==> src/rtl/uarb_pkg.sv <==
// Constants and types shared by the autobaud serial receiver.
package uarb_pkg;
	localparam logic [1:0]  UARB_WL_8       = 2'b00;
	localparam logic [1:0]  UARB_WL_9       = 2'b01;
	localparam logic [1:0]  UARB_WL_7       = 2'b10;
	localparam logic [3:0]  UARB_BITS_8     = 4'h8;
	localparam logic [3:0]  UARB_BITS_9     = 4'h9;
	localparam logic [3:0]  UARB_BITS_7     = 4'h7;
	localparam logic [3:0]  UARB_LAST_16    = 4'hf;
	localparam logic [3:0]  UARB_LAST_8     = 4'h7;
	localparam logic [3:0]  UARB_MID_16     = 4'h8;
	localparam logic [3:0]  UARB_MID_8      = 4'h4;
	localparam logic [4:0]  UARB_ACC_16     = 5'h10;
	localparam logic [4:0]  UARB_ACC_8      = 5'h08;
	localparam logic [15:0] UARB_DIV_RESET  = 16'h0010;
	localparam logic [15:0] UARB_DIV_MIN    = 16'h0010;
	localparam logic [1:0]  UARB_ABD_START  = 2'b00;
	localparam logic [1:0]  UARB_ABD_TWO    = 2'b01;
	localparam logic [1:0]  UARB_ABD_7F     = 2'b10;
	localparam logic [1:0]  UARB_ABD_55     = 2'b11;
	localparam logic [2:0]  UARB_FALLS_7F   = 3'h1;
	localparam logic [2:0]  UARB_FALLS_55   = 3'h4;
	localparam logic [19:0] UARB_ABD_CNTMAX = 20'hfffff;
	localparam int          UARB_DATA_W     = 9;
	localparam int          UARB_FIFO_DEPTH = 4;

	typedef enum logic [1:0] {RX_IDLE, RX_START, RX_DATA, RX_STOP} uarb_rx_state_e;
	typedef enum logic [1:0] {ABD_IDLE, ABD_ARMED, ABD_MEAS} uarb_abd_state_e;
endpackage

==> src/rtl/uarb_fifo.sv <==
// Small synchronous FIFO between the receive buffer register and the DMA side.
`timescale 1ns/100ps
module uarb_fifo #(
	parameter int WIDTH = 9,
	parameter int DEPTH = 4
) (
	input  wire logic             clk,
	input  wire logic             reset_n,
	input  wire logic             in_valid,
	output logic                  in_ready,
	input  wire logic [WIDTH-1:0] in_data,
	output logic                  out_valid,
	input  wire logic             out_ready,
	output logic [WIDTH-1:0]      out_data
);
	localparam int PW = (DEPTH > 1) ? $clog2(DEPTH) : 1;

	logic [WIDTH-1:0] mem [DEPTH];
	logic [PW-1:0]    wptr_r;
	logic [PW-1:0]    rptr_r;
	logic [PW:0]      count_r;
	logic             push;
	logic             pop;

	assign in_ready  = (count_r != DEPTH[PW:0]);
	assign out_valid = (count_r != '0);
	assign out_data  = mem[rptr_r];
	assign push      = in_valid & in_ready;
	assign pop       = out_valid & out_ready;

	always_ff @(posedge clk) begin
		if (push) begin
			mem[wptr_r] <= in_data;
		end
	end

	always_ff @(posedge clk or negedge reset_n) begin
		if (!reset_n) begin
			wptr_r  <= '0;
			rptr_r  <= '0;
			count_r <= '0;
		end else begin
			if (push) begin
				wptr_r <= (wptr_r == PW'(DEPTH - 1)) ? '0 : wptr_r + 1'b1;
			end
			if (pop) begin
				rptr_r <= (rptr_r == PW'(DEPTH - 1)) ? '0 : rptr_r + 1'b1;
			end
			count_r <= count_r + {{PW{1'b0}}, push} - {{PW{1'b0}}, pop};
		end
	end
endmodule

==> src/rtl/uarb_rx.sv <==
// Asynchronous serial receiver with fractional baud divider and autobaud.
// How it works
// [RQ1] Shift LSB first, then move to buffer.
// [RQ2] Sample at 8x or 16x per select.
// [RQ3] Transfer into buffer sets full flag.
// [RQ4] Full flag with enable raises interrupt.
// [RQ5] Single mode: read or zero write clears.
// [RQ6] Multi mode: DMA take clears full flag.
// [RQ7] Software keeps receiver enabled mid-character.
// [RQ8] Break frame reports a framing error.
// [RQ9] Idle frame flagged, interrupt when enabled.
// [RQ10] Completion while full: overrun, keep buffer.
// [RQ11] Overrun interrupts with either enable set.
// [RQ12] Status read then data read clears.
// [RQ13] Noise flagged alongside full flag rising.
// [RQ14] Bad stop bit: framing error, data kept.
// [RQ15] Noise/framing interrupt only in multi mode.
// [RQ16] Software avoids 8x in special modes.
// [RQ17] Divider: 12-bit integer, 4-bit fraction.
// [RQ18] Bit rate is clock over divider.
// [RQ19] Software presets divider, pattern, stays enabled.
// [RQ20] Four autobaud pattern modes supported.
// [RQ21] Autobaud loads divider, sets done, interrupts.
// [RQ22] Bad measurement sets autobaud error flag.
// [RQ23] Clearing done flag restarts autobaud.
// [RQ24] Word length code frames 8/9/7 bits.
// [RQ25] Failed parity check sets parity flag.
// [RQ26] Three-sample majority, disagreement means noise.
`timescale 1ns/100ps
module uarb_rx
	import uarb_pkg::*;
(
	input  wire logic        clk,
	input  wire logic        reset_n,
	input  wire logic        rx_in,
	input  wire logic        port_enable,
	input  wire logic        receiver_enable,
	input  wire logic        oversample_select,
	input  wire logic [1:0]  word_length_select,
	input  wire logic        parity_enable,
	input  wire logic        parity_odd,
	input  wire logic        multi_buffer,
	input  wire logic        rx_buffer_full_irq_enable,
	input  wire logic        idle_irq_enable,
	input  wire logic        error_irq_enable,
	input  wire logic        status_read,
	input  wire logic        data_read,
	input  wire logic        full_flag_clear,
	input  wire logic        idle_clear,
	input  wire logic        baud_divider_wr,
	input  wire logic [15:0] baud_divider_wdata,
	input  wire logic        autobaud_enable,
	input  wire logic [1:0]  autobaud_pattern_select,
	input  wire logic        autobaud_done_clear,
	input  wire logic        dma_ready,
	output logic             dma_valid,
	output logic [8:0]       dma_data,
	output logic [8:0]       rx_data,
	output logic             rx_buffer_full_flag,
	output logic             overrun_flag,
	output logic             noise_flag,
	output logic             framing_error_flag,
	output logic             parity_error_flag,
	output logic             idle_flag,
	output logic             autobaud_done_flag,
	output logic             autobaud_error_flag,
	output logic [15:0]      baud_divider,
	output logic             irq
);
	// ---------------------------------------------------------------
	// Declarations
	// ---------------------------------------------------------------
	uarb_rx_state_e  rx_state_r;
	uarb_abd_state_e abd_state_r;
	logic            rx_prev_r;
	logic [16:0]     acc_r;
	logic [3:0]      ph_r;
	logic [3:0]      bn_r;
	logic [8:0]      shf_r;
	logic            s0_r;
	logic            s1_r;
	logic            noise_r;
	logic            par_r;
	logic [8:0]      rx_buf_r;
	logic            full_r;
	logic            ovr_r;
	logic            nf_r;
	logic            fe_r;
	logic            pe_r;
	logic            idle_r;
	logic            idle_armed_r;
	logic [7:0]      idle_ct_r;
	logic            sts_seen_r;
	logic [15:0]     div_r;
	logic [19:0]     abd_cnt_r;
	logic [2:0]      abd_falls_r;
	logic            abd_done_r;
	logic            abd_err_r;
	logic            irq_r;

	logic            active;
	logic            fall;
	logic            rise;
	logic [4:0]      acc_add;
	logic [16:0]     acc_sum;
	logic [16:0]     div_eff;
	logic            tick;
	logic [3:0]      last;
	logic [3:0]      mid;
	logic            decide;
	logic            maj;
	logic            disagree;
	logic [3:0]      nbits;
	logic [8:0]      frm_data;
	logic            complete;
	logic            par_err;
	logic            rd_clr;
	logic            dma_take;
	logic            load;
	logic            err_clr;
	logic [15:0]     frame_prod;
	logic [7:0]      frame_ticks;
	logic            abd_hold;
	logic            abd_finish;
	logic [19:0]     abd_len;
	logic [19:0]     abd_res;
	logic            abd_bad;
	logic            fifo_in_ready;

	assign active = port_enable & receiver_enable;
	assign fall   = rx_prev_r & ~rx_in;
	assign rise   = ~rx_prev_r & rx_in;

	always_ff @(posedge clk or negedge reset_n) begin
		if (!reset_n) begin
			rx_prev_r <= 1'b1;
		end else begin
			rx_prev_r <= rx_in;
		end
	end

	// ---------------------------------------------------------------
	// Oversampling tick from the fractional divider
	// ---------------------------------------------------------------
	// The accumulator adds the oversampling factor each clock and wraps at
	// the raw divider, so a bit lasts exactly divider clocks at either rate
	// and the fraction is spread evenly rather than lumped at a bit's end.
	always_comb begin
		acc_add = oversample_select ? UARB_ACC_8 : UARB_ACC_16; // [RQ2]
		acc_sum = acc_r + {12'h000, acc_add};
		if (div_r < {11'h000, acc_add}) begin
			div_eff = {12'h000, acc_add};
		end else begin
			div_eff = {1'b0, div_r}; // [RQ17] [RQ18]
		end
		tick = (acc_sum >= div_eff);
	end

	always_ff @(posedge clk or negedge reset_n) begin
		if (!reset_n) begin
			acc_r <= '0;
		end else if (!active || (rx_state_r == RX_IDLE && fall)) begin
			acc_r <= '0;
		end else if (tick) begin
			acc_r <= acc_sum - div_eff;
		end else begin
			acc_r <= acc_sum;
		end
	end

	// ---------------------------------------------------------------
	// Frame decoding
	// ---------------------------------------------------------------
	always_comb begin
		last     = oversample_select ? UARB_LAST_8 : UARB_LAST_16;
		mid      = oversample_select ? UARB_MID_8 : UARB_MID_16;
		decide   = tick && (ph_r == mid + 4'h1) && (rx_state_r != RX_IDLE);
		maj      = (s0_r & s1_r) | (s0_r & rx_in) | (s1_r & rx_in); // [RQ26]
		disagree = !((s0_r == s1_r) && (s1_r == rx_in)); // [RQ26]
		unique case (word_length_select) // [RQ24]
			UARB_WL_9: nbits = UARB_BITS_9;
			UARB_WL_7: nbits = UARB_BITS_7;
			default:   nbits = UARB_BITS_8;
		endcase
	end

	// Word length alone decides where the character sits in the shifter; with parity on,
	// the parity bit itself is stripped so software sees only data.
	always_comb begin
		unique case (word_length_select) // [RQ24]
			UARB_WL_9: frm_data = shf_r;
			UARB_WL_7: frm_data = {2'b00, shf_r[8:2]};
			default:   frm_data = {1'b0, shf_r[8:1]};
		endcase
		if (parity_enable) begin
			frm_data[nbits - 4'h1] = 1'b0;
		end
	end

	assign complete = decide && (rx_state_r == RX_STOP);
	assign par_err  = parity_enable & (par_r ^ parity_odd); // [RQ25]

	always_ff @(posedge clk or negedge reset_n) begin
		if (!reset_n) begin
			rx_state_r <= RX_IDLE;
			ph_r       <= '0;
			bn_r       <= '0;
			shf_r      <= '0;
			s0_r       <= 1'b1;
			s1_r       <= 1'b1;
			noise_r    <= 1'b0;
			par_r      <= 1'b0;
		end else if (!active || abd_hold) begin
			rx_state_r <= RX_IDLE; // [RQ7]
		end else begin
			unique case (rx_state_r)
				RX_IDLE: begin
					if (fall) begin
						rx_state_r <= RX_START;
						ph_r       <= '0;
						bn_r       <= '0;
						noise_r    <= 1'b0;
						par_r      <= 1'b0;
					end
				end
				RX_START, RX_DATA, RX_STOP: begin
					if (tick) begin
						ph_r <= (ph_r == last) ? 4'h0 : ph_r + 4'h1;
						if (ph_r == mid - 4'h1) begin
							s0_r <= rx_in;
						end
						if (ph_r == mid) begin
							s1_r <= rx_in;
						end
					end
					if (decide) begin
						noise_r <= noise_r | disagree;
						unique case (rx_state_r)
							RX_START: begin
								// A start that reads high was a glitch, not a frame.
								rx_state_r <= maj ? RX_IDLE : RX_DATA;
							end
							RX_DATA: begin
								shf_r <= {maj, shf_r[8:1]}; // [RQ1]
								par_r <= par_r ^ maj;
								bn_r  <= bn_r + 4'h1;
								if (bn_r == nbits - 4'h1) begin
									rx_state_r <= RX_STOP;
								end
							end
							default: begin
								rx_state_r <= RX_IDLE;
							end
						endcase
					end
				end
			endcase
		end
	end

	// ---------------------------------------------------------------
	// Receive buffer register and status flags
	// ---------------------------------------------------------------
	assign dma_take = multi_buffer & full_r & fifo_in_ready; // [RQ6]
	assign rd_clr   = multi_buffer ? dma_take : (data_read | full_flag_clear); // [RQ5]
	assign load     = complete & (~full_r | rd_clr);
	assign err_clr  = data_read & sts_seen_r; // [RQ12]

	always_ff @(posedge clk or negedge reset_n) begin
		if (!reset_n) begin
			rx_buf_r <= '0;
			full_r   <= 1'b0;
		end else begin
			if (load) begin
				rx_buf_r <= frm_data; // [RQ1] [RQ13] [RQ14]
			end
			if (load) begin
				full_r <= 1'b1; // [RQ3] [RQ6]
			end else if (rd_clr) begin
				full_r <= 1'b0; // [RQ5] [RQ6]
			end
		end
	end

	always_ff @(posedge clk or negedge reset_n) begin
		if (!reset_n) begin
			sts_seen_r <= 1'b0;
		end else if (status_read) begin
			sts_seen_r <= 1'b1;
		end else if (data_read) begin
			sts_seen_r <= 1'b0;
		end
	end

	// Error flags: a new error in the clearing cycle survives the clear.
	always_ff @(posedge clk or negedge reset_n) begin
		if (!reset_n) begin
			ovr_r <= 1'b0;
			nf_r  <= 1'b0;
			fe_r  <= 1'b0;
			pe_r  <= 1'b0;
		end else begin
			if (complete && !load) begin
				ovr_r <= 1'b1; // [RQ10]
			end else if (err_clr) begin
				ovr_r <= 1'b0; // [RQ12]
			end
			if (load && (noise_r || disagree)) begin
				nf_r <= 1'b1; // [RQ13]
			end else if (err_clr) begin
				nf_r <= 1'b0;
			end
			if (load && !maj) begin
				fe_r <= 1'b1; // [RQ8] [RQ14]
			end else if (err_clr) begin
				fe_r <= 1'b0;
			end
			if (load && par_err) begin
				pe_r <= 1'b1; // [RQ25]
			end else if (err_clr) begin
				pe_r <= 1'b0;
			end
		end
	end

	// ---------------------------------------------------------------
	// Idle frame detection
	// ---------------------------------------------------------------
	// An idle frame has no start edge, so it is seen as a whole frame time of
	// high line after a received character.
	assign frame_prod  = ({12'h000, nbits} + 16'h0002) * ({12'h000, last} + 16'h0001);
	assign frame_ticks = frame_prod[7:0];

	always_ff @(posedge clk or negedge reset_n) begin
		if (!reset_n) begin
			idle_ct_r    <= '0;
			idle_armed_r <= 1'b0;
			idle_r       <= 1'b0;
		end else begin
			if (!active || rx_state_r != RX_IDLE || !rx_in) begin
				idle_ct_r <= '0;
			end else if (tick && idle_armed_r) begin
				idle_ct_r <= idle_ct_r + 8'h01;
			end
			if (complete) begin
				idle_armed_r <= 1'b1;
			end else if (idle_armed_r && tick && idle_ct_r == frame_ticks - 8'h01) begin
				idle_armed_r <= 1'b0;
			end
			if (idle_armed_r && tick && idle_ct_r == frame_ticks - 8'h01) begin
				idle_r <= 1'b1; // [RQ9]
			end else if (idle_clear) begin
				idle_r <= 1'b0;
			end
		end
	end

	// ---------------------------------------------------------------
	// Automatic baud rate detection
	// ---------------------------------------------------------------
	// While a measurement is pending the frame decoder is held idle, so the
	// measured character itself is not delivered to the buffer.
	assign abd_hold = port_enable & autobaud_enable & ~abd_done_r & ~abd_err_r;
	assign abd_len  = abd_cnt_r + 20'h00001;

	always_comb begin
		abd_finish = 1'b0;
		if (abd_state_r == ABD_MEAS) begin
			unique case (autobaud_pattern_select) // [RQ20]
				UARB_ABD_START, UARB_ABD_TWO: abd_finish = rise;
				UARB_ABD_7F: abd_finish = fall && (abd_falls_r + 3'h1 == UARB_FALLS_7F);
				default: abd_finish = fall && (abd_falls_r + 3'h1 == UARB_FALLS_55);
			endcase
		end
		unique case (autobaud_pattern_select)
			UARB_ABD_START: abd_res = abd_len;
			UARB_ABD_TWO:   abd_res = {1'b0, abd_len[19:1]};
			default:        abd_res = {3'b000, abd_len[19:3]};
		endcase
		abd_bad = (abd_res[19:16] != 4'h0) || (abd_res[15:0] < UARB_DIV_MIN); // [RQ22]
	end

	always_ff @(posedge clk or negedge reset_n) begin
		if (!reset_n) begin
			abd_state_r <= ABD_IDLE;
			abd_cnt_r   <= '0;
			abd_falls_r <= '0;
		end else if (!abd_hold) begin
			abd_state_r <= ABD_IDLE;
		end else begin
			unique case (abd_state_r)
				ABD_IDLE: begin
					abd_state_r <= ABD_ARMED;
				end
				ABD_ARMED: begin
					if (fall) begin
						abd_state_r <= ABD_MEAS;
						abd_cnt_r   <= '0;
						abd_falls_r <= '0;
					end
				end
				ABD_MEAS: begin
					if (abd_cnt_r != UARB_ABD_CNTMAX) begin
						abd_cnt_r <= abd_cnt_r + 20'h00001;
					end
					if (fall) begin
						abd_falls_r <= abd_falls_r + 3'h1;
					end
				end
			endcase
		end
	end

	always_ff @(posedge clk or negedge reset_n) begin
		if (!reset_n) begin
			abd_done_r <= 1'b0;
			abd_err_r  <= 1'b0;
		end else begin
			if (abd_finish && !abd_bad) begin
				abd_done_r <= 1'b1; // [RQ21]
			end else if (autobaud_done_clear) begin
				abd_done_r <= 1'b0; // [RQ23]
			end
			if (abd_hold && ((abd_finish && abd_bad) ||
				(abd_state_r == ABD_MEAS && abd_cnt_r == UARB_ABD_CNTMAX))) begin
				abd_err_r <= 1'b1; // [RQ22]
			end else if (autobaud_done_clear) begin
				abd_err_r <= 1'b0; // [RQ23]
			end
		end
	end

	always_ff @(posedge clk or negedge reset_n) begin
		if (!reset_n) begin
			div_r <= UARB_DIV_RESET;
		end else if (abd_finish && !abd_bad) begin
			div_r <= abd_res[15:0]; // [RQ21]
		end else if (baud_divider_wr) begin
			div_r <= baud_divider_wdata; // [RQ17]
		end
	end

	// ---------------------------------------------------------------
	// Interrupt and DMA queue
	// ---------------------------------------------------------------
	always_ff @(posedge clk or negedge reset_n) begin
		if (!reset_n) begin
			irq_r <= 1'b0;
		end else begin
			irq_r <= (full_r & rx_buffer_full_irq_enable) | // [RQ4]
				(ovr_r & (rx_buffer_full_irq_enable | error_irq_enable)) | // [RQ11]
				(idle_r & idle_irq_enable) | // [RQ9]
				(multi_buffer & error_irq_enable & (nf_r | fe_r)) | // [RQ15]
				(abd_done_r & rx_buffer_full_irq_enable); // [RQ21]
		end
	end

	uarb_fifo #(
		.WIDTH (UARB_DATA_W),
		.DEPTH (UARB_FIFO_DEPTH)
	) u_fifo (
		.clk       (clk),
		.reset_n   (reset_n),
		.in_valid  (multi_buffer & full_r),
		.in_ready  (fifo_in_ready),
		.in_data   (rx_buf_r),
		.out_valid (dma_valid),
		.out_ready (dma_ready),
		.out_data  (dma_data)
	);

	assign rx_data             = rx_buf_r;
	assign rx_buffer_full_flag = full_r;
	assign overrun_flag        = ovr_r;
	assign noise_flag          = nf_r;
	assign framing_error_flag  = fe_r;
	assign parity_error_flag   = pe_r;
	assign idle_flag           = idle_r;
	assign autobaud_done_flag  = abd_done_r;
	assign autobaud_error_flag = abd_err_r;
	assign baud_divider        = div_r;
	assign irq                 = irq_r;
endmodule
==> config.mk <==
export PLATFORM = sky130hd
export DESIGN_NAME = uarb_rx
export DESIGN_NICKNAME = d
export VERILOG_FILES = /design/src/rtl/uarb_pkg.sv /design/src/rtl/uarb_fifo.sv /design/src/rtl/uarb_rx.sv
export SDC_FILE = /design/constraint.sdc
export NUM_CORES = 1
export LEC_CHECK = 0
export ABC_AREA = 0
export BUFFER_PORTS_ARGS = -buffer_cell sky130_fd_sc_hd__buf_2
export CAP_MARGIN = 20
export CORE_MARGIN = 2
export CORE_UTILIZATION = 55
export CTS_CLUSTER_DIAMETER = 60
export CTS_CLUSTER_SIZE = 30
export DETAILED_ROUTE_END_ITERATION = 10
export PLACE_DENSITY = 0.73
export REMOVE_ABC_BUFFERS = 1
export SLEW_MARGIN = 20
export SYNTH_ARGS = -nofsm -noshare
export SYNTH_HDL_FRONTEND = slang
export SYNTH_HIERARCHICAL = 1
export SYNTH_SLANG_ARGS = --single-unit
==> constraint.sdc <==
create_clock -name clk -period 3.7 [get_ports clk]
set_clock_uncertainty 0.15 [all_clocks]
set_input_delay 0.74 -clock clk [delete_from_list [all_inputs] [get_ports clk]]
set_output_delay 0.74 -clock clk [all_outputs]
set_load 0.02 [all_outputs]
==> Yosys cells after proc, flatten, opt, wreduce, memory -nomap -nowiden <==
Memories as Yosys holds them, arrays and structs flattened.
Cells that the tools add are included.
{ "word_totals": {"wordCells": 262, "n_memories": 1, "regBits": 117, "mem_bits_rw": 36, "out_inout_bits": 44, "inputBits": 40} }
{ "memory_table": {"columns": ["name", "words", "word_bits", "rd", "rd_ports_with_merged_regs", "write_ports", "line_no", "source"], "rows": [
  ["u_fifo.mem", 4, 9, 1, 0, 1, "uarb_fifo.sv:18", "logic [WIDTH-1:0] mem [DEPTH];"]
]} }
{ "classes": {"add_sub_neg": 17, "n_mux": 68, "n_bitwise": 42, "magnitude_cmp": 5, "mul": 1, "eq_ne": 36, "reduce_logical": 62} }
{ "op_table": {"columns": ["operator", "n"], "rows": [
  ["case mux 20 bit (2 select lines)", 2],
  ["2-to-1 mux 16 bit", 3],
  ["2-to-1 mux 20 bit", 2],
  ["2-to-1 mux 17 bit", 2],
  ["2-to-1 mux 4 bit", 7],
  ["nonzero test 2 bit", 14],
  ["2-to-1 mux 1 bit", 25],
  ["case mux 4 bit (2 select lines)", 3],
  ["AND reduction 4 bit", 6],
  ["AND 1 bit", 21],
  ["adder 20 x 1 -> 20 bit (second input constant)", 1],
  ["== test 20 bit (second input constant)", 1],
  ["== test 4 bit", 5],
  ["inequality test 20 bit (second input constant)", 1],
  ["logical AND 1 bit", 18],
  ["2-to-1 mux 2 bit", 9],
  ["case mux 9 bit (2 select lines)", 1],
  ["adder 17 x 5 -> 17 bit", 1],
  [">= comparator 17 bit", 1],
  ["subtractor 17 bit", 1],
  ["less-than comparator 16 x 5 -> 1 bit", 1],
  ["less-than comparator 16 x 5 -> 1 bit (second input constant)", 1],
  ["2-to-1 mux 8 bit", 2],
  ["== test 2 bit (second input constant)", 7],
  ["45 further kinds", 96]
]} }

==> Longest topological paths before layout <==
Gate-level depths: netlist of the first run.
{ "depth": {"depth_word": 11, "depth_mapped": 19, "ltp_nobuf": 15} }

==> Cells and area by module <==
The synthesis of the first run kept the hierarchy.
{ "modules_own_cells": {"columns": ["module", "n_inst", "area_per_inst_um2", "cells_each", "seq_area_each_um2"], "rows": [
  ["uarb_rx", 1, 7793.7, 878, 2757.6],
  ["uarb_fifo", 1, 1740.4, 85, 1256.2]
]} }

==> Worst setup path before layout of the first run <==
Ideal clock, no wire load.
{ "synth_path": {"kind": "in2reg", "start": "input port oversample_select", "end": "register shf_r[0]", "setup_slack_ns": -0.700, "t_required_ns": 3.425, "arrival_time_ns": 4.126, "path_buffers": 2, "path_stages": 17, "setup_ns": 0.125, "cell_sequence": "clkbuf_1 > inv_1 > ha_1 > a21o_1 > and4_1 > and2_1 > nand2_1 > xnor2_1 > ha_1 > a21o_1 > a21oi_1 > and2_1 > a31oi_1 > a211o_1 > buf_2 > nand4_1 > mux2_2"} }
{ "synth_between": {"elab_chain_len": 7, "elab_cells_between_ends": 11, "cone_classes": "2 x add/sub; 2 x order compare; 1 x eq/ne; 3 x mux; 3 x reduce/logical"} }
{ "synth_rtl": {"columns": ["item", "line_no", "source"], "rows": [
  ["start: declaration", "uarb_rx.sv:38", "input wire logic oversample_select,"],
  ["2-to-1 mux 5 bit", "uarb_rx.sv:149", "acc_add = oversample_select ? UARB_ACC_8 : UARB_ACC_16;"],
  ["less-than comparator 16 x 5 -> 1 bit", "uarb_rx.sv:151", "if (div_r < {11'h000, acc_add}) begin"],
  ["2-to-1 mux 16 bit", "uarb_rx.sv:151", null],
  [">= comparator 17 bit", "uarb_rx.sv:156", "tick = (acc_sum >= div_eff);"],
  ["logical AND 1 bit * (2 in a row)", "uarb_rx.sv:177", "decide = tick && (ph_r == mid + 4'h1) && (rx_state_r != RX_IDLE);"],
  ["AND reduction 4 bit (no line) *", null, null],
  ["end signal: assignment", "uarb_rx.sv:244", "shf_r <= {maj, shf_r[8:1]};"],
  ["end: declaration", "uarb_rx.sv:79", "logic [8:0] shf_r;"]
]} }
Every way passes the cells marked *; elsewhere a longest branch is shown, timed or not.
A chain may end at the register's enable or synchronous reset.

==> Final worst setup path of the first run <==
Ends and elaborated chain as after synthesis.

==> impl_metrics.tcl, run 1 <==
set metrics [dict create \
    antenna_found_initial 2 \
    cp_slowest_cell "fa_2" \
    die_y_um 135.7 \
    cp-end-kind "register" \
    rsz0062_at_grt "yes" \
    wire_per_inst_um 19.18 \
    outcome "complete, but fails checks" \
    grt_pass1_vias 8153 \
    grt.met1_usage 0.3684 \
    fp.dieArea_um2 18400 \
    grt_use_met3 0.05574 \
    maxCapViolCount 0 \
    fmax_ghz 0.2635 \
    drtIter0Drc 686 \
    drtPass1Iterations 7 \
    drc 0 \
    start_util 0.5570 \
    syn_area_per_cell_um2 9.900 \
    vias_per_cell 6.066 \
    crit_family "buffers and inverters" \
    crit_required_ns 3.88 \
    fp.dieW_um 135.7 \
    use_met2 0.4809 \
    clock_latency_ns 0.44 \
    path_clk_slew_ns 0.07 \
    r2r_start "acc_r[3]$_DFF_PN0_" \
    period_needed_ns 3.795 \
    cts_hold_buf 0 \
    synth_edf_count 36 \
    row_count 48 \
    ios 84 \
    nFillCells 1163 \
    core_region_area_um2 17120 \
    r2r_slack_ns -0.08 \
    worst_pin_slew_ns 0.9438 \
    dp_hpwl_um 17600 \
    synth.area.top_cells "dfrtp_1, edfxtp_1, ha_1" \
    r2r_cells 18 \
    routabilityCongestion 0.9589 \
    synthCells 963 \
    worstPathMaxFanout 5 \
    async_flop_share 0.7647 \
    critical-path-max-stage-delay_ns 0.42 \
    wl_um 26660 \
    grt_pass1_wl_um 40930 \
    netlist-cell-type-count 80 \
    root_buffer "clkbuf_16" \
    ys_seq_area_frac 0.4210 \
    path_buf_inv 6 \
    synth_seq_cells 153 \
    cts_sinks 153 \
    critPathLaunchType "primary input" \
    hold_path_class "in -> async" \
    vias 8432 \
    violations "setup timing" \
    cts_made_buffers 17 \
    power.leakage_nw 5.693 \
    critPathKind "in -> reg" \
    path_cells "buf_12 > buf_4 > fa_2 > nor2_4 > buf_6 > nand4_1 > xnor2_2 > ha_1 > buf_6 > a21oi_4 > nor2_1 > nor2_1 > nor2_2 > a211o_4 > nand4_1 > buf_4 > clkbuf_16 > mux2_4" \
    overflow 0 \
    worst_slack_ns -0.09507 \
    area.growth.synth_to_final_pct 29.37 \
    drive_above_1_share 0.3265 \
    grt.total_usage 0.2854 \
    vdd_drop_max_uv 373.3 \
    pre_cts_ws_ns -0.7136 \
    hold_viol_final 0 \
    grt_max_degree 54 \
    top_usage_layer "met2" \
    ant_nets 0 \
    place_inst 1327 \
    numPortBuffers 83 \
    slew_violations 0 \
    layout.nets 1242 \
    worst_ep_arrival_time_ns 3.97 \
    ys_warn_count 6 \
    netlist_area_um2 9534 \
    finalCritPeriodShare 1.026 \
    final_core_util 0.7206 \
    relSlewSlack 0.3708 \
    synth_top_area_frac 0.2966 \
    synth_top_area_cell "dfrtp_1" \
    ys.flop_type "dfrtp_1" \
    cts.htree.levels 4 \
    finalSetupViolCount 11 \
    fin_cells 1390 \
    cts_tree "done" \
    cts_buffer_depth 2 \
    reg2reg_to "shf_r[0]$_DFFE_PN0P_" \
    p_per_area_nw_per_um2 343.4 \
]
how the worst max path moves through the flow:
stage	from	end	slack, ns	depth (start not counted)
after floorplan	oversample_select	rx_data[0]$_DFFE_PN0P_	-2.00	13
after global placement	oversample_select	bn_r[2]$_DFFE_PN0P_	-0.56	17
after detailed placement	oversample_select	bn_r[2]$_DFFE_PN0P_	-0.71	17
after CTS	acc_r[4]$_DFF_PN0_	shf_r[8]$_DFFE_PN0P_	-0.01	15
after global routing	acc_r[4]$_DFF_PN0_	shf_r[0]$_DFFE_PN0P_	-0.25	18
final	oversample_select	shf_r[0]$_DFFE_PN0P_	-0.1	18
Yosys cell counts, types with 6 or more instances:
| cell | number |
|---|---|
| o21ai_0 | 60 |
| buf_2 | 8 |
| clkbuf_1 | 27 |
| a21oi_1 | 53 |
| and2_1 | 6 |
| a21o_1 | 10 |
| xor2_1 | 25 |
| dfrtp_1 | 113 |
| nand2_1 | 90 |
| o31ai_1 | 11 |
| nand4_1 | 30 |
| nand3_1 | 30 |
| nor2_1 | 70 |
| nand2b_1 | 10 |
| o311ai_0 | 9 |
| inv_1 | 55 |
| edfxtp_1 | 36 |
| mux2i_1 | 46 |
| or3_1 | 7 |
| and4_1 | 6 |
| nor4_1 | 11 |
| mux4_2 | 9 |
| a211oi_1 | 7 |
| xnor2_1 | 29 |
| nor3_1 | 14 |
| ha_1 | 48 |
| and3_1 | 7 |
| mux2_2 | 24 |
where the power goes:
group | switching [W] | total (W) | internal [W] | leakage [nW]
sequential | 0.0000462 | 0.00181 | 0.00176 | 1.91
combinational | 0.000363 | 0.000627 | 0.000265 | 3.48
clock | 0.000875 | 0.00180 | 0.000928 | 0.301
total | 0.00128 | 0.00424 | 0.00295 | 5.69
metal layers:
layer | vias up | routed length, µm
met2 | 330 | 13070
met3 | 65 | 1662
met1 | 4118 | 11180
li1 | 3917 | -
met4 | 2 | 706
met5 | - | 45
layout make-up:
class / instances / area (µm²) / area share
repair buffers: 211 / 1569 / 0.1272
clock inverters: 15 / 196.4 / 0.01593
diodes: 1 / 2.502 / 0.0002029
flip-flops and latches: 153 / 4014 / 0.3254
well taps: 225 / 281.5 / 0.02282
inverters: 56 / 210.2 / 0.01704
multi-input cells: 712 / 5635 / 0.4569
clock buffers: 17 / 425.4 / 0.03449
sequential cells by signal, summed over array words and instances, names as in the netlist, 3 cells and up:
name	flops
baud_divider	16
bn_r	4
abd_falls_r	3
idle_ct_r	8
rx_data	9
ph_r	4
abd_cnt_r	20
acc_r	17
u_fifo/mem	36
u_fifo/count_r	3
shf_r	9
stage by stage:
step	setup TNS [ns]	hold slack, ns	power, W	cell area (µm²)
floorplan	-67.09	0.2944	0.002115	9331
global placement	-29.74	0.3140	0.002370	10840
detailed placement	-38.56	0.3272	0.002376	10840
CTS	-0.03284	0.1568	0.004188	11770
global route	-7.660	0.1728	0.004387	12330
finish	-0.5220	0.1361	0.004236	12330
kinds of logic after synthesis:
logic type	after synthesis	share of synthesized area
simple gates	320	0.1768
compound gates	206	0.1390
flops	153	0.4210
buf+inv	98	0.04331
mux	81	0.1010
xor+xnor	54	0.04961
fa+ha+maj	51	0.06929
cell usage in the layout (no fill, tap or decap), types with 7 or more instances in the layout:
cell type    n
dfrtp_1    113
buf_4      106
nand2_1     83
buf_2       81
nor2_1      62
inv_1       53
o21ai_0     51
mux2i_1     46
ha_1        46
a21oi_1     38
edfxtp_1    36
nand4_1     30
nand3_1     26
xor2_1      25
xnor2_1     23
clkbuf_16   20
a21oi_2     14
mux2_2      14
buf_6       14
nor3_1      13
mux2_4      12
a21o_1      10
o31ai_1     10
nand2b_1    10
mux4_2       9
nor4_1       7
o21ai_1      7
and3_1       7
what timing repair did:
item | 4_1_cts | 5_1_grt
cloned | 1 | 3
pin swaps | 19 | 40
setup buffers | 16 | 12
hold endpoints to repair | 0 | 0
setup endpoints to repair | 63 | 63
resized for setup | 36 | 108
worst reg2reg max path: stages (launching register included):
cell	delay, ns
dfrtp_1	0.37
ha_4	0.15
inv_1	0.06
fa_2	0.37
nor2_4	0.14
buf_6	0.11
nand4_1	0.17
xnor2_2	0.19
ha_1	0.33
buf_6	0.14
a21oi_4	0.14
nor2_1	0.06
nor2_1	0.13
nor2_2	0.08
a211o_4	0.34
nand4_1	0.15
buf_4	0.14
clkbuf_16	0.13
mux2_4	0.29
Note: power is estimated with default switching activity, not from simulation.
==> inputs of run 2 (changes only) <==
REMOVE_ABC_BUFFERS = not set   (was 1)
==> run 2 against run 1 <==
The run now ends clean. Sequential power barely moved. First-iteration DRC count is 14% lower. Routed wire length fell by 6.3%. Via count fell by 3.7%. Combinational power decreased by 7.7%. Die area did not move. Non-clock buffer count down 22. Critical endpoint is now shf_r[7]$_DFFE_PN0P_. Largest cell class unchanged.
==> impl_metrics.tcl, run 2 (synthesis results as in run 1) <==
set metrics [dict create \
    drc 0 \
    cp-end-kind "register" \
    dp_hpwl_um 17370 \
    critPathLaunchType "primary input" \
    dpl_cell_area_um2 10860 \
    drive_above_1_share 0.2933 \
    maxCapViolCount 0 \
    die_y_um 135.7 \
    grt_pass1_vias 7850 \
    grt.met1_usage 0.3611 \
    cts_made_buffers 17 \
    drtPass1Iterations 7 \
    p_per_area_nw_per_um2 350.1 \
    wire_per_inst_um 18.28 \
    final_common_cell "dfrtp_1" \
    start_util 0.5570 \
    crit_required_ns 3.87 \
    area.growth.synth_to_final_pct 24.47 \
    worstPathMaxFanout 4 \
    setup_tns_ns 0 \
    rsz0062_at_grt "yes" \
    mostFrequentLayoutCells "dfrtp_1, buf_4, nand2_1" \
    grt.total_usage 0.2750 \
    path_clk_slew_ns 0.07 \
    largest_registers "u_fifo/mem x36, abd_cnt_r x20, acc_r x17" \
    seq_area_um2 4014 \
    row_count 48 \
    crit_family "buffers and inverters" \
    critical-path-max-stage-delay_ns 0.41 \
    fp.dieArea_um2 18400 \
    fin_area_um2 11870 \
    cts_buffer_depth 2 \
    comb_power_share 0.139 \
    relSlewSlack 0.4610 \
    path_cells "buf_12 > buf_6 > fa_2 > nor2_4 > nand3_4 > buf_6 > nor2_2 > xnor2_2 > ha_1 > inv_2 > nor2_2 > buf_4 > buf_4 > a211o_1 > nand4_1 > clkbuf_16 > mux2_4" \
    finalCritPeriodShare 0.9884 \
    p_int_w 0.002919 \
    worst_slack_ns 0.04274 \
    routabilityCongestion 0.9108 \
    multiInputGateArea_um2 5439 \
    clock_latency_ns 0.44 \
    power.leakage_nw 5.419 \
    slew_violations 0 \
    worst_ep_arrival_time_ns 3.83 \
    cts_tree "done" \
    vias 8124 \
    core_region_area_um2 17120 \
    place_inst 1317 \
    power.share.clock 0.425 \
    largest_reg_flops 36 \
    fin_cells 1367 \
    period_needed_ns 3.657 \
    hold_ws_ns 0.02695 \
    path_buf_inv 7 \
    top_usage_layer "met2" \
    numPortBuffers 83 \
    critPathKind "in -> reg" \
    switching_share 0.2975 \
    ant_nets 0 \
    wl_um 24990 \
    vias_per_cell 5.943 \
    power.net_switching_w 0.001236 \
    diodes 0 \
    cts_hold_buf 0 \
    pre_cts_ws_ns -0.5821 \
    p_seq_frac 0.436 \
    nFillCells 1301 \
    root_buffer "clkbuf_16" \
    outcome "complete, no violations" \
    cts_sinks 153 \
    antenna_found_initial 0 \
    drtIter0Drc 587 \
    cp_slowest_cell "fa_2" \
    cts.htree.levels 4 \
    hold_viol_final 0 \
    grt_pass1_wl_um 39760 \
    vdd_drop_max_uv 389.2 \
    fmax_ghz 0.2734 \
    grt_max_degree 73 \
    layout.nets 1220 \
    ios 84 \
    syn_nets 1054 \
    grt_use_met3 0.03816 \
    use_met2 0.4745 \
    hold_path_class "in -> async" \
    top_register "u_fifo/mem" \
    overflow 0 \
    finalSetupViolCount 0 \
    worst_pin_slew_ns 0.8085 \
    fp.dieW_um 135.7 \
]
[run 2: per-stage QoR]
step | total power, W | utilization
floorplan | 0.002136 | -
global placement | 0.002353 | 0.6344
detailed placement | 0.002364 | 0.6344
CTS | 0.004139 | 0.6803
global route | 0.004300 | 0.6933
finish | 0.004155 | 0.6933
[run 2: area by class of cell]
type	count	area share
multi-input combinational	712	0.4583
clock buffer	17	0.03585
clock inverter	15	0.01444
tap	225	0.02372
timing repair buffer	189	0.1111
sequential	153	0.3382
inverter	56	0.01834
[run 2: routing by layer]
layer | wire, µm | vias to the layer above
met1 | 10700 | 3973
met4 | 461 | 0
met2 | 12590 | 250
met3 | 1233 | 43
met5 | 0 | -
li1 | - | 3858
[run 2: path summary, 6_finish.rpt]
path | start | end | slack [ns] | cells past startpoint
setup / recovery | oversample_select | shf_r[7]$_DFFE_PN0P_ | 0.04 | 17
hold / removal | reset_n | shf_r[3]$_DFFE_PN0P_ | 0.03 | 1
setup reg to reg | acc_r[4]$_DFF_PN0_ | shf_r[7]$_DFFE_PN0P_ | 0.07 | 15
hold reg to reg | u_fifo/count_r[2]$_DFF_PN0_ | u_fifo/count_r[2]$_DFF_PN0_ | 0.34 | 1
max in group asynchronous | reset_n | baud_divider[4]$_DFFE_PN1P_ | 2.67 | 2
min in group clk | u_fifo/count_r[2]$_DFF_PN0_ | u_fifo/count_r[2]$_DFF_PN0_ | 0.34 | 1
[run 2: repair_timing]
| item | 4_1_cts | 5_1_grt |
|---|---|---|
| pin swaps | 16 | 32 |
| setup buffers | 10 | 7 |
| resized for setup | 21 | 38 |
| setup endpoints to repair | 30 | 61 |
| cloned | 1 | 0 |
[run 2: power groups by stage]
| stage | logic (W) | registers (W) | clock network [W] |
|---|---|---|---|
| after floorplan | 0.000286 | 0.00185 | 0 |
| after global placement | 0.000514 | 0.00184 | 0 |
| after detailed placement | 0.000524 | 0.00184 | 0 |
| after CTS | 0.000546 | 0.00181 | 0.00179 |
| after global routing | 0.000636 | 0.00181 | 0.00185 |
| final | 0.000579 | 0.00181 | 0.00176 |
